**src/hw/svf_pkg.sv**
```systemverilog
// Package of constants shared by the shared-vector source flag device and its controller.
package svf_pkg;
  // Number of shared vectors that the device arbitrates.
  localparam int SVF_NUM_VEC = 10;
  // Vector addresses, entry index order is also the fixed priority order.
  localparam logic [15:0] SVF_VEC_ADDR [0:SVF_NUM_VEC-1] = '{
    16'h0010, 16'h0012, 16'h0014, 16'h002a, 16'h0036,
    16'h0038, 16'h003a, 16'h003c, 16'h004a, 16'h0064};
  // Index of each shared vector within the pending array.
  localparam int SVF_VIDX_EDGE4 = 0;
  localparam int SVF_VIDX_EDGE5 = 1;
  localparam int SVF_VIDX_EDGE13 = 2;
  localparam int SVF_VIDX_EDGE8 = 3;
  localparam int SVF_VIDX_EDGE6 = 4;
  localparam int SVF_VIDX_EDGE7 = 5;
  localparam int SVF_VIDX_EDGE9 = 6;
  localparam int SVF_VIDX_EDGE10 = 7;
  localparam int SVF_VIDX_EDGE11 = 8;
  localparam int SVF_VIDX_EDGE12 = 9;
  // Bit positions in the source determination flag register.
  localparam int SVF_BIT_EDGE4 = 0;
  localparam int SVF_BIT_EDGE5 = 1;
  localparam int SVF_BIT_EDGE8 = 2;
  localparam int SVF_BIT_CMP0 = 6;
  localparam int SVF_BIT_EDGE13 = 7;
  // Reset value of the source determination flag register.
  localparam logic [7:0] SVF_FLAGS_RESET = 8'h00;
  // Auxiliary status bit positions: pll selected, pll select, alarm, periodic.
  localparam int SVF_AUX_PLLS = 0;
  localparam int SVF_AUX_PLLC = 1;
  localparam int SVF_AUX_ALARM = 2;
  localparam int SVF_AUX_PERIOD = 3;
  // Controller register byte offsets.
  localparam logic [7:0] SVF_OFS_CTRL = 8'h00;
  localparam logic [7:0] SVF_OFS_STATUS = 8'h04;
  localparam logic [7:0] SVF_OFS_MASK = 8'h08;
  localparam logic [7:0] SVF_OFS_VECTOR = 8'h0c;
  localparam logic [7:0] SVF_OFS_FLAGS = 8'h10;
  localparam logic [7:0] SVF_OFS_AUX = 8'h14;
  localparam logic [7:0] SVF_OFS_EOI = 8'h18;
  // Control register fields and reset value.
  localparam int SVF_CTRL_LIN0_SEL = 0;
  localparam int SVF_CTRL_LIN1_SEL = 1;
  localparam int SVF_CTRL_ACCEPT = 2;
  localparam logic [2:0] SVF_CTRL_RESET = 3'h0;
  // Status and mask fields: vector taken, vector taken with no flag set.
  localparam int SVF_ST_TAKEN = 0;
  localparam int SVF_ST_NOFLAG = 1;
  localparam logic [1:0] SVF_ST_RESET = 2'h0;
  // AXI response codes.
  localparam logic [1:0] SVF_RESP_OKAY = 2'h0;
  localparam logic [1:0] SVF_RESP_SLVERR = 2'h2;
endpackage

```
**src/hw/svf_link_if.sv**
```systemverilog
// Interface joining the source flag device and the interrupt controller end.
`timescale 1ns/1ps
`default_nettype none
interface svf_link_if;
  logic vector_valid; // A shared vector is pending.
  logic [15:0] vector_addr; // Address of the highest priority pending vector.
  logic vector_ack; // One-cycle acceptance of the presented vector.
  logic flag_wr; // One-cycle write strobe to the determination flags.
  logic [7:0] flag_wdata; // Write data, zero bits clear flags.
  logic [7:0] flag_rdata; // Current determination flag register.
  logic [3:0] aux_status; // PLL and RTC identification bits.
  logic [1:0] wake_select; // Per pair, one selects the LIN wake-up source.
  // Device end of the link.
  modport dev (
    output vector_valid, vector_addr, flag_rdata, aux_status,
    input vector_ack, flag_wr, flag_wdata, wake_select
  );
  // Controller end of the link.
  modport host (
    input vector_valid, vector_addr, flag_rdata, aux_status,
    output vector_ack, flag_wr, flag_wdata, wake_select
  );
endinterface
`default_nettype wire

```
**src/hw/svf_host.sv**
```systemverilog
// Interrupt controller end: takes shared vectors and exposes them over AXI4-Lite.
`timescale 1ns/1ps
`default_nettype none
module svf_host
  import svf_pkg::*;
#(
  parameter int ADDR_W = 8 // AXI address width.
)
(
  input wire logic aclk, // System clock.
  input wire logic aresetn, // Synchronous active-low reset.
  input wire logic [ADDR_W-1:0] s_axi_awaddr, // Write address.
  input wire logic s_axi_awvalid, // Write address valid.
  output logic s_axi_awready, // Write address ready.
  input wire logic [31:0] s_axi_wdata, // Write data.
  input wire logic [3:0] s_axi_wstrb, // Write byte strobes.
  input wire logic s_axi_wvalid, // Write data valid.
  output logic s_axi_wready, // Write data ready.
  output logic [1:0] s_axi_bresp, // Write response.
  output logic s_axi_bvalid, // Write response valid.
  input wire logic s_axi_bready, // Write response ready.
  input wire logic [ADDR_W-1:0] s_axi_araddr, // Read address.
  input wire logic s_axi_arvalid, // Read address valid.
  output logic s_axi_arready, // Read address ready.
  output logic [31:0] s_axi_rdata, // Read data.
  output logic [1:0] s_axi_rresp, // Read response.
  output logic s_axi_rvalid, // Read data valid.
  input wire logic s_axi_rready, // Read data ready.
  output logic irq, // Level interrupt, high while an unmasked status bit is set.
  svf_link_if.host link // Link to the device end.
);
  import svf_pkg::*;

  // Held write address and data, taken in either order.
  logic aw_held;
  logic w_held;
  logic [7:0] aw_addr_q;
  logic [31:0] w_data_q;
  logic [3:0] w_strb_q;
  logic do_write;
  logic wr_hit;
  // Software registers.
  logic [2:0] ctrl;
  logic [1:0] status;
  logic [1:0] mask;
  logic [15:0] vec_q;
  logic vec_held;
  logic take;
  logic [1:0] st_set;
  logic flag_wr_q;
  logic [7:0] flag_wdata_q;
  logic [31:0] rd_word;
  logic rd_hit;

  // Address and data channels each accept one item until the response leaves.
  assign s_axi_awready = ~aw_held & ~s_axi_bvalid;
  assign s_axi_wready = ~w_held & ~s_axi_bvalid;
  assign do_write = aw_held & w_held & ~s_axi_bvalid;
  assign wr_hit = (aw_addr_q == SVF_OFS_CTRL) | (aw_addr_q == SVF_OFS_STATUS) | (aw_addr_q == SVF_OFS_MASK) |
    (aw_addr_q == SVF_OFS_FLAGS) | (aw_addr_q == SVF_OFS_EOI);

  // Write channel capture and response.
  always_ff @(posedge aclk)
  begin
    if (!aresetn)
    begin
      aw_held <= 1'b0;
      w_held <= 1'b0;
      aw_addr_q <= '0;
      w_data_q <= '0;
      w_strb_q <= '0;
      s_axi_bvalid <= 1'b0;
      s_axi_bresp <= SVF_RESP_OKAY;
    end
    else
    begin
      if (s_axi_awvalid && s_axi_awready)
      begin
        aw_held <= 1'b1;
        aw_addr_q <= 8'(s_axi_awaddr);
      end
      if (s_axi_wvalid && s_axi_wready)
      begin
        w_held <= 1'b1;
        w_data_q <= s_axi_wdata;
        w_strb_q <= s_axi_wstrb;
      end
      if (do_write)
      begin
        aw_held <= 1'b0;
        w_held <= 1'b0;
        s_axi_bvalid <= 1'b1;
        s_axi_bresp <= wr_hit ? SVF_RESP_OKAY : SVF_RESP_SLVERR;
      end
      else if (s_axi_bvalid && s_axi_bready)
      begin
        s_axi_bvalid <= 1'b0;
      end
    end
  end

  // Accept a vector when enabled and none is under service.
  assign take = ctrl[SVF_CTRL_ACCEPT] & link.vector_valid & ~vec_held;
  assign link.vector_ack = take;

  // Status events: vector taken, and taken while no determination flag is set.
  always_comb
  begin
    st_set = '0;
    st_set[SVF_ST_TAKEN] = take;
    st_set[SVF_ST_NOFLAG] = take & (link.flag_rdata == 8'h00);
  end

  // Control, mask and status registers; status clears by writing one, set wins.
  always_ff @(posedge aclk)
  begin
    if (!aresetn)
    begin
      ctrl <= SVF_CTRL_RESET;
      mask <= SVF_ST_RESET;
      status <= SVF_ST_RESET;
    end
    else
    begin
      if (do_write && w_strb_q[0] && aw_addr_q == SVF_OFS_CTRL)
      begin
        ctrl <= w_data_q[2:0];
      end
      if (do_write && w_strb_q[0] && aw_addr_q == SVF_OFS_MASK)
      begin
        mask <= w_data_q[1:0];
      end
      if (do_write && w_strb_q[0] && aw_addr_q == SVF_OFS_STATUS)
      begin
        status <= (status & ~w_data_q[1:0]) | st_set;
      end
      else
      begin
        status <= status | st_set;
      end
    end
  end

  // Vector under service, released by an end-of-interrupt write.
  always_ff @(posedge aclk)
  begin
    if (!aresetn)
    begin
      vec_held <= 1'b0;
      vec_q <= '0;
    end
    else if (take)
    begin
      vec_held <= 1'b1;
      vec_q <= link.vector_addr;
    end
    else if (do_write && w_strb_q[0] && aw_addr_q == SVF_OFS_EOI)
    begin
      vec_held <= 1'b0;
    end
  end

  // Flag writes pass to the device as a one-cycle strobe.
  always_ff @(posedge aclk)
  begin
    if (!aresetn)
    begin
      flag_wr_q <= 1'b0;
      flag_wdata_q <= 8'hff;
    end
    else
    begin
      flag_wr_q <= do_write & w_strb_q[0] & (aw_addr_q == SVF_OFS_FLAGS);
      flag_wdata_q <= w_data_q[7:0];
    end
  end
  assign link.flag_wr = flag_wr_q;
  assign link.flag_wdata = flag_wdata_q;
  assign link.wake_select = {ctrl[SVF_CTRL_LIN1_SEL], ctrl[SVF_CTRL_LIN0_SEL]};
  assign irq = |(status & mask);

  // Read decode.
  always_comb
  begin
    rd_word = '0;
    rd_hit = 1'b1;
    case (8'(s_axi_araddr))
      SVF_OFS_CTRL: rd_word = {29'h0, ctrl};
      SVF_OFS_STATUS: rd_word = {30'h0, status};
      SVF_OFS_MASK: rd_word = {30'h0, mask};
      SVF_OFS_VECTOR: rd_word = {15'h0, vec_held, vec_q};
      SVF_OFS_FLAGS: rd_word = {24'h0, link.flag_rdata};
      SVF_OFS_AUX: rd_word = {28'h0, link.aux_status};
      SVF_OFS_EOI: rd_word = '0;
      default: rd_hit = 1'b0;
    endcase
  end

  // Read channel: one read at a time, answered the cycle after acceptance.
  assign s_axi_arready = ~s_axi_rvalid;
  always_ff @(posedge aclk)
  begin
    if (!aresetn)
    begin
      s_axi_rvalid <= 1'b0;
      s_axi_rdata <= '0;
      s_axi_rresp <= SVF_RESP_OKAY;
    end
    else if (s_axi_arvalid && s_axi_arready)
    begin
      s_axi_rvalid <= 1'b1;
      s_axi_rdata <= rd_word;
      s_axi_rresp <= rd_hit ? SVF_RESP_OKAY : SVF_RESP_SLVERR;
    end
    else if (s_axi_rvalid && s_axi_rready)
    begin
      s_axi_rvalid <= 1'b0;
    end
  end
endmodule
`default_nettype wire

```
**src/flat_wrapper.sv**
```systemverilog
// flat-port wrapper written by rule: the top's interface ports become plain ports
module svf_host_flat import svf_pkg::*;
#(
  parameter int ADDR_W = 8                      
)
  (aclk, aresetn, s_axi_awaddr, s_axi_awvalid, s_axi_awready, s_axi_wdata, s_axi_wstrb, s_axi_wvalid, s_axi_wready, s_axi_bresp, s_axi_bvalid, s_axi_bready, s_axi_araddr, s_axi_arvalid, s_axi_arready, s_axi_rdata, s_axi_rresp, s_axi_rvalid, s_axi_rready, irq, link_vector_valid, link_vector_addr, link_flag_rdata, link_aux_status, link_vector_ack, link_flag_wr, link_flag_wdata, link_wake_select);
  svf_link_if link_i ();
  input wire logic aclk;
  input wire logic aresetn;
  input wire logic [ADDR_W-1:0] s_axi_awaddr;
  input wire logic s_axi_awvalid;
  output logic s_axi_awready;
  input wire logic [31:0] s_axi_wdata;
  input wire logic [3:0] s_axi_wstrb;
  input wire logic s_axi_wvalid;
  output logic s_axi_wready;
  output logic [1:0] s_axi_bresp;
  output logic s_axi_bvalid;
  input wire logic s_axi_bready;
  input wire logic [ADDR_W-1:0] s_axi_araddr;
  input wire logic s_axi_arvalid;
  output logic s_axi_arready;
  output logic [31:0] s_axi_rdata;
  output logic [1:0] s_axi_rresp;
  output logic s_axi_rvalid;
  input wire logic s_axi_rready;
  output logic irq;
  input wire logic [$bits(link_i.vector_valid)-1:0] link_vector_valid;
  input wire logic [$bits(link_i.vector_addr)-1:0] link_vector_addr;
  input wire logic [$bits(link_i.flag_rdata)-1:0] link_flag_rdata;
  input wire logic [$bits(link_i.aux_status)-1:0] link_aux_status;
  output wire logic [$bits(link_i.vector_ack)-1:0] link_vector_ack;
  output wire logic [$bits(link_i.flag_wr)-1:0] link_flag_wr;
  output wire logic [$bits(link_i.flag_wdata)-1:0] link_flag_wdata;
  output wire logic [$bits(link_i.wake_select)-1:0] link_wake_select;
  assign link_i.vector_valid = link_vector_valid;
  assign link_i.vector_addr = link_vector_addr;
  assign link_i.flag_rdata = link_flag_rdata;
  assign link_i.aux_status = link_aux_status;
  assign link_vector_ack = link_i.vector_ack;
  assign link_flag_wr = link_i.flag_wr;
  assign link_flag_wdata = link_i.flag_wdata;
  assign link_wake_select = link_i.wake_select;
  svf_host #(.ADDR_W(ADDR_W)) u_core (.aclk(aclk), .aresetn(aresetn), .s_axi_awaddr(s_axi_awaddr), .s_axi_awvalid(s_axi_awvalid), .s_axi_awready(s_axi_awready), .s_axi_wdata(s_axi_wdata), .s_axi_wstrb(s_axi_wstrb), .s_axi_wvalid(s_axi_wvalid), .s_axi_wready(s_axi_wready), .s_axi_bresp(s_axi_bresp), .s_axi_bvalid(s_axi_bvalid), .s_axi_bready(s_axi_bready), .s_axi_araddr(s_axi_araddr), .s_axi_arvalid(s_axi_arvalid), .s_axi_arready(s_axi_arready), .s_axi_rdata(s_axi_rdata), .s_axi_rresp(s_axi_rresp), .s_axi_rvalid(s_axi_rvalid), .s_axi_rready(s_axi_rready), .irq(irq), .link(link_i));
endmodule
```
**config.mk**
```make
export PLATFORM = sky130hd
export DESIGN_NAME = svf_host_flat
export DESIGN_NICKNAME = d
export VERILOG_FILES = /design/src/hw/svf_pkg.sv /design/src/hw/svf_link_if.sv /design/src/hw/svf_host.sv /design/src/flat_wrapper.sv
export SDC_FILE = /design/constraint.sdc
export NUM_CORES = 1
export LEC_CHECK = 0
export BUFFER_PORTS_ARGS = -buffer_cell sky130_fd_sc_hd__clkbuf_2
export CAP_MARGIN = 40
export CORE_AREA = 2 2 85 87
export CTS_CLUSTER_DIAMETER = 60
export DETAILED_ROUTE_END_ITERATION = 10
export DIE_AREA = 0 0 87 89
export GPL_TIMING_DRIVEN = 0
export HOLD_SLACK_MARGIN = 0.02
export PLACE_DENSITY = 0.78
export SLEW_MARGIN = 20
export SYNTH_ARGS = -nofsm -noshare
export SYNTH_HDL_FRONTEND = slang
export SYNTH_SLANG_ARGS = --single-unit
```
**constraint.sdc**
```tcl
create_clock -name aclk -period 1.95 [get_ports aclk]
set_input_delay 0.0975 -clock aclk [delete_from_list [all_inputs] [get_ports aclk]]
set_output_delay 0.0975 -clock aclk [all_outputs]
set_load 0.01 [all_outputs]
```
# == Yosys cells after proc, flatten, opt, wreduce, memory -nomap -nowiden ==
# Cells that the tools add are included.
# word_totals
register_bits,90
latch_bits,0
ramBits,0
rom_bits,0
in_bits,88
out_inout_bits,54
elab_cells,81
memories,0
# classes
add_sub_neg,0
multipliers,0
div,0
magnitude_cmp,0
eq_ne,10
shift,0
n_mux,11
n_bitwise,24
n_reduce_logical,19
# op_table
op,count
17-bit one-hot mux with 6 select lines,1
8-bit by 5-bit equality test with 1-bit output (second input constant),5
8-bit by 4-bit equality test with 1-bit output (second input constant),3
8-bit logical NOT,3
8-bit by 3-bit equality test with 1-bit output (second input constant),2
1-bit logical AND,10
1-bit AND,9
1-bit two-way mux,7
7-bit OR reduction,1
2-bit two-way mux,3
1-bit NOT,6
2-bit nonzero test,3
2-bit AND,2
1-bit OR,4
2-bit OR,2
2-bit OR reduction,2
2-bit NOT,1

# == Logic depth before layout (Yosys ltp) ==
# logic_depth
depth_word,6
ltp_mapped,5
ltp_nobuf,4

# == Worst setup path after synthesis ==
# Ideal clock, no wire load.
# synth_path
kind,reg2reg
from,register u_core.s_axi_bvalid
to,register u_core.status[0]
setup_time_ps,139
t_arrival_ps,1306
required_time_ps,1811
path_slack_ps,505
stages_incl_launch_ff,6
path_buffers,1
synth_period_minus_slack_ps,1445
path_cell_list,dfxtp_1 and3b_1 clkbuf_1 nand4b_1 o41ai_1 a21boi_0
# synth_via
elab_chain_len,5
# synth_rtl
item,line_no,text
from (decl),svf_host.sv:20,"output logic s_axi_bvalid,"
from (signal assigned),svf_host.sv:72,s_axi_bvalid <= 1'b0;
from (signal assigned),svf_host.sv:92,s_axi_bvalid <= 1'b1;
from (signal assigned),svf_host.sv:97,s_axi_bvalid <= 1'b0;
1-bit NOT,svf_host.sv:58,assign do_write = aw_held & w_held & ~s_axi_bvalid;
1-bit AND,svf_host.sv:58,
1-bit logical AND (2 in a row),svf_host.sv:133,if (do_write && w_strb_q[0] && aw_addr_q == SVF_OFS_STATUS)
2-bit two-way mux,svf_host.sv:133,
to (signal assigned),svf_host.sv:135,status <= (status & ~w_data_q[1:0]) | st_set;
to (signal assigned),svf_host.sv:139,status <= status | st_set;
to (decl),svf_host.sv:44,logic [1:0] status;
# Every way passes these cells.
# A chain may end at the register's enable or synchronous reset.

# == Worst setup path after layout ==
# layout_path
from,register u_core.s_axi_bvalid
to,register u_core.status[1]
# Same word-level chain as after synthesis.

==> flow_metrics.tcl <==
set metrics [dict create \
    outcome "finished, final reports clean" \
    cp-start-kind "flip-flop" \
    multi_input_area_um2 1440 \
    dieHeight_um 89 \
    final-seq-area_um2 1460 \
    dp_hpwl_mm 5.71 \
    coreArea_um2 6720 \
    arrival_ps 1930 \
    clk_pin_slew_worst_paths_ps 70 \
    grt_setup_unrepaired "no" \
    r2r_end "u_core.status[1]" \
    cts_tree "yes" \
    clock-sinks 73 \
    p_comb_frac 0.128 \
    routed-via-count 2908 \
    insertion_delay_ps 340 \
    min_to "u_core.s_axi_bvalid" \
    synthTopCellsByArea "dfxtp_1 (48%), nand2_1 (10%), a21boi_0 (9.3%)" \
    required_ps 2160 \
    p_leak_uw 0.00188 \
    syn_to_final_growth_pct 38.2 \
    use_met1 0.248 \
    drtIter0Drc 108 \
    reg2reg_from "u_core.s_axi_bvalid" \
    drc 0 \
    syn_avg_cell_area_um2 8.88 \
    finalCritPeriodShare 0.880 \
    r2r_cells 5 \
    antenna_found_initial 0 \
    yosys.area.top_type_share 0.475 \
    ant_nets 0 \
    switching_share 0.250 \
    numCtsBuffers 9 \
    grt_overflow 0 \
    synthCells 346 \
    synth_cell_types 36 \
    die_w_um 87 \
    maxCapViolCount 0 \
    hp-start "s_axi_bready" \
    syn_area_um2 3070 \
    worstHoldPathCells 3 \
    cts_root_buf "clkbuf_8" \
    finClkSkew_ps 7.43 \
    busiest_layer "met2" \
    yosysWarnings 0 \
    switchingPower_uw 753 \
    design_area_um2 4250 \
    max_freq_mhz 583 \
    met2_usage 0.369 \
    ir_drop_uv 363 \
    met3_usage 0.0480 \
    fin_nets 593 \
    place_area_um2 3710 \
    pwr_density_cell_nw_per_um2 709 \
    drt_first_pass_iters 4 \
    final_layout_size_suffix_gt1_frac 0.267 \
    grt_max_degree 12 \
    tightest_slew_ps 565 \
    dieArea_um2 7740 \
    grt_pass1_vias 2789 \
    start_util 0.458 \
    end_kind "flip-flop" \
    fin_crit_ps 1720 \
    routed_wl_mm 8.14 \
    ios 142 \
    finalHoldViolations 0 \
    cp_max_fo 7 \
    setup_tns_ps 0 \
    via_per_inst 4.93 \
    reg2reg_slack_ps 230 \
    yosysTopAreaCell "dfxtp_1" \
    yosysSeqAreaShare 0.475 \
    cts-htree-levels 3 \
    port_buffers 96 \
    finalSetupViolations 0 \
    diodes 0 \
    crit_type "reg2reg" \
    num-fill-cells 574 \
    slew_violations 0 \
    grt_pass1_wl_mm 12.6 \
    gp_congestion 0.879 \
    ys_ff_latch 73 \
    internal_power_uw 2260 \
    rows 30 \
    cts_max_path_buffers 2 \
    seqPwrFrac 0.520 \
    detail_route.wl_per_cell_um 13.8 \
    track_usage 0.211 \
    min_path_type "in2reg" \
    pwr-share-clk 0.352 \
    max_slew_margin 0.622 \
]
[power groups by stage]
| stage | sequential [uW] | clock [uW] | combinational, uW |
|---|---|---|---|
| after floorplan | 1600 | 0 | 185 |
| after global placement | 1600 | 0 | 320 |
| after detailed placement | 1600 | 0 | 325 |
| after CTS | 1570 | 1080 | 381 |
| after global routing | 1570 | 1130 | 427 |
| final | 1570 | 1060 | 386 |
[layout by cell type (no fill, tap or decap), drive strengths merged, types with 9 or more instances in the layout]
cell type    count
a21boi          38
a22o            12
a22oi            9
buf             22
clkbuf         126
conb            17
dfxtp           73
dlygate4sd3     35
mux2i           11
nand2           84
nand2b          10
nand3            9
nor2b           12
o21ai           11
[kinds of logic (layout without fill, tap and decap cells)]
kind of cell           count (synthesis)  after routing  share of synthesized area
DFF                                   73             73                      0.475
muxes                                 12             12                     0.0395
and+or+nand+nor                      135            135                      0.212
other                                  1             17                    0.00122
buffers and inverters                 43            191                     0.0765
AOI/OAI and AO/OA                     82             82                      0.195
[metrics by stage]
stage	power (uW)	setup slack (ps)	hold WS, ps	util	cells
2_1_floorplan	1790	505	235	-	362
4_1_cts	3030	59.1	60.7	0.631	589
6_report	3010	235	69.6	0.632	590
5_1_grt	3130	140	88.2	0.632	590
3_5_place_dp	1930	250	341	0.553	538
3_3_place_gp	1920	275	333	0.553	538
[metal layers]
metal / vias to the layer above / part of all wire / routed length, um
met5: - / 0 / 0
met1: 1325 / 0.44 / 3550
met3: 15 / 0.050 / 403
met2: 93 / 0.49 / 4020
li1: 1475 / - / -
met4: 0 / 0.021 / 174
[worst max-delay path, stage by stage, from the launching register on]
cell and delay, ps:
dfxtp_1 360, and3b_1 220, clkbuf_1 230, nand4b_1 230, o41ai_1 410, a21boi_0 130
[synth_stat cells, drive strengths merged]
| cell | number |
|---|---|
| a211oi | 1 |
| o31ai | 1 |
| conb | 1 |
| nand2b | 10 |
| o21ai | 11 |
| and4 | 1 |
| o41ai | 2 |
| a31oi | 2 |
| clkbuf | 17 |
| nand3 | 9 |
| clkinv | 1 |
| a21boi | 38 |
| a2bb2oi | 1 |
| and2 | 3 |
| buf | 21 |
| nand4b | 1 |
| and3b | 2 |
| inv | 4 |
| nand3b | 1 |
| nand2 | 84 |
| a22o | 12 |
| o21a | 1 |
| nor2 | 4 |
| or4 | 1 |
| nor4bb | 1 |
| a22oi | 9 |
| nor2b | 12 |
| o211a | 1 |
| dfxtp | 73 |
| nor4 | 4 |
| a21oi | 3 |
| nor4b | 2 |
| mux2i | 11 |
| mux2 | 1 |
[state kept, by name (all words and copies together), names as in the netlist, 2 cells and up]
name                    cells
u_core.aw_addr_q            8
u_core.ctrl                 3
u_core.link.flag_wdata      8
u_core.mask                 2
u_core.s_axi_rdata         17
u_core.status               2
u_core.vec_q               16
u_core.w_data_q             8
[worst max-delay path by stage]
stage	to	slack, ps	from
5_1_grt	link_vector_ack	140	u_core.vec_held
6_report	u_core.status[1]	230	u_core.s_axi_bvalid
4_1_cts	link_vector_ack	60	u_core.vec_held
3_5_place_dp	u_core.vec_q[8]	250	u_core.vec_held
2_1_floorplan	u_core.status[0]	510	u_core.s_axi_bvalid
3_3_place_gp	u_core.vec_q[12]	280	u_core.vec_held
[timing repair]
item	CTS	global route
buffers inserted	0	1
endpoints found under the hold margin	34	0
resized for setup	1	0
setup endpoints to repair	1	1
hold buffers	35	0
[area by class of cell]
class                   instances  share of cell area
flip-flops and latches         73               0.344
multi-input cells             246               0.338
repair buffers                132               0.197
plain buffers                  38              0.0510
clock buffers                  13              0.0374
well taps                      80              0.0236
inverters                       5             0.00471
clock inverters                 3             0.00353
Power figures use the tool's default switching activity.
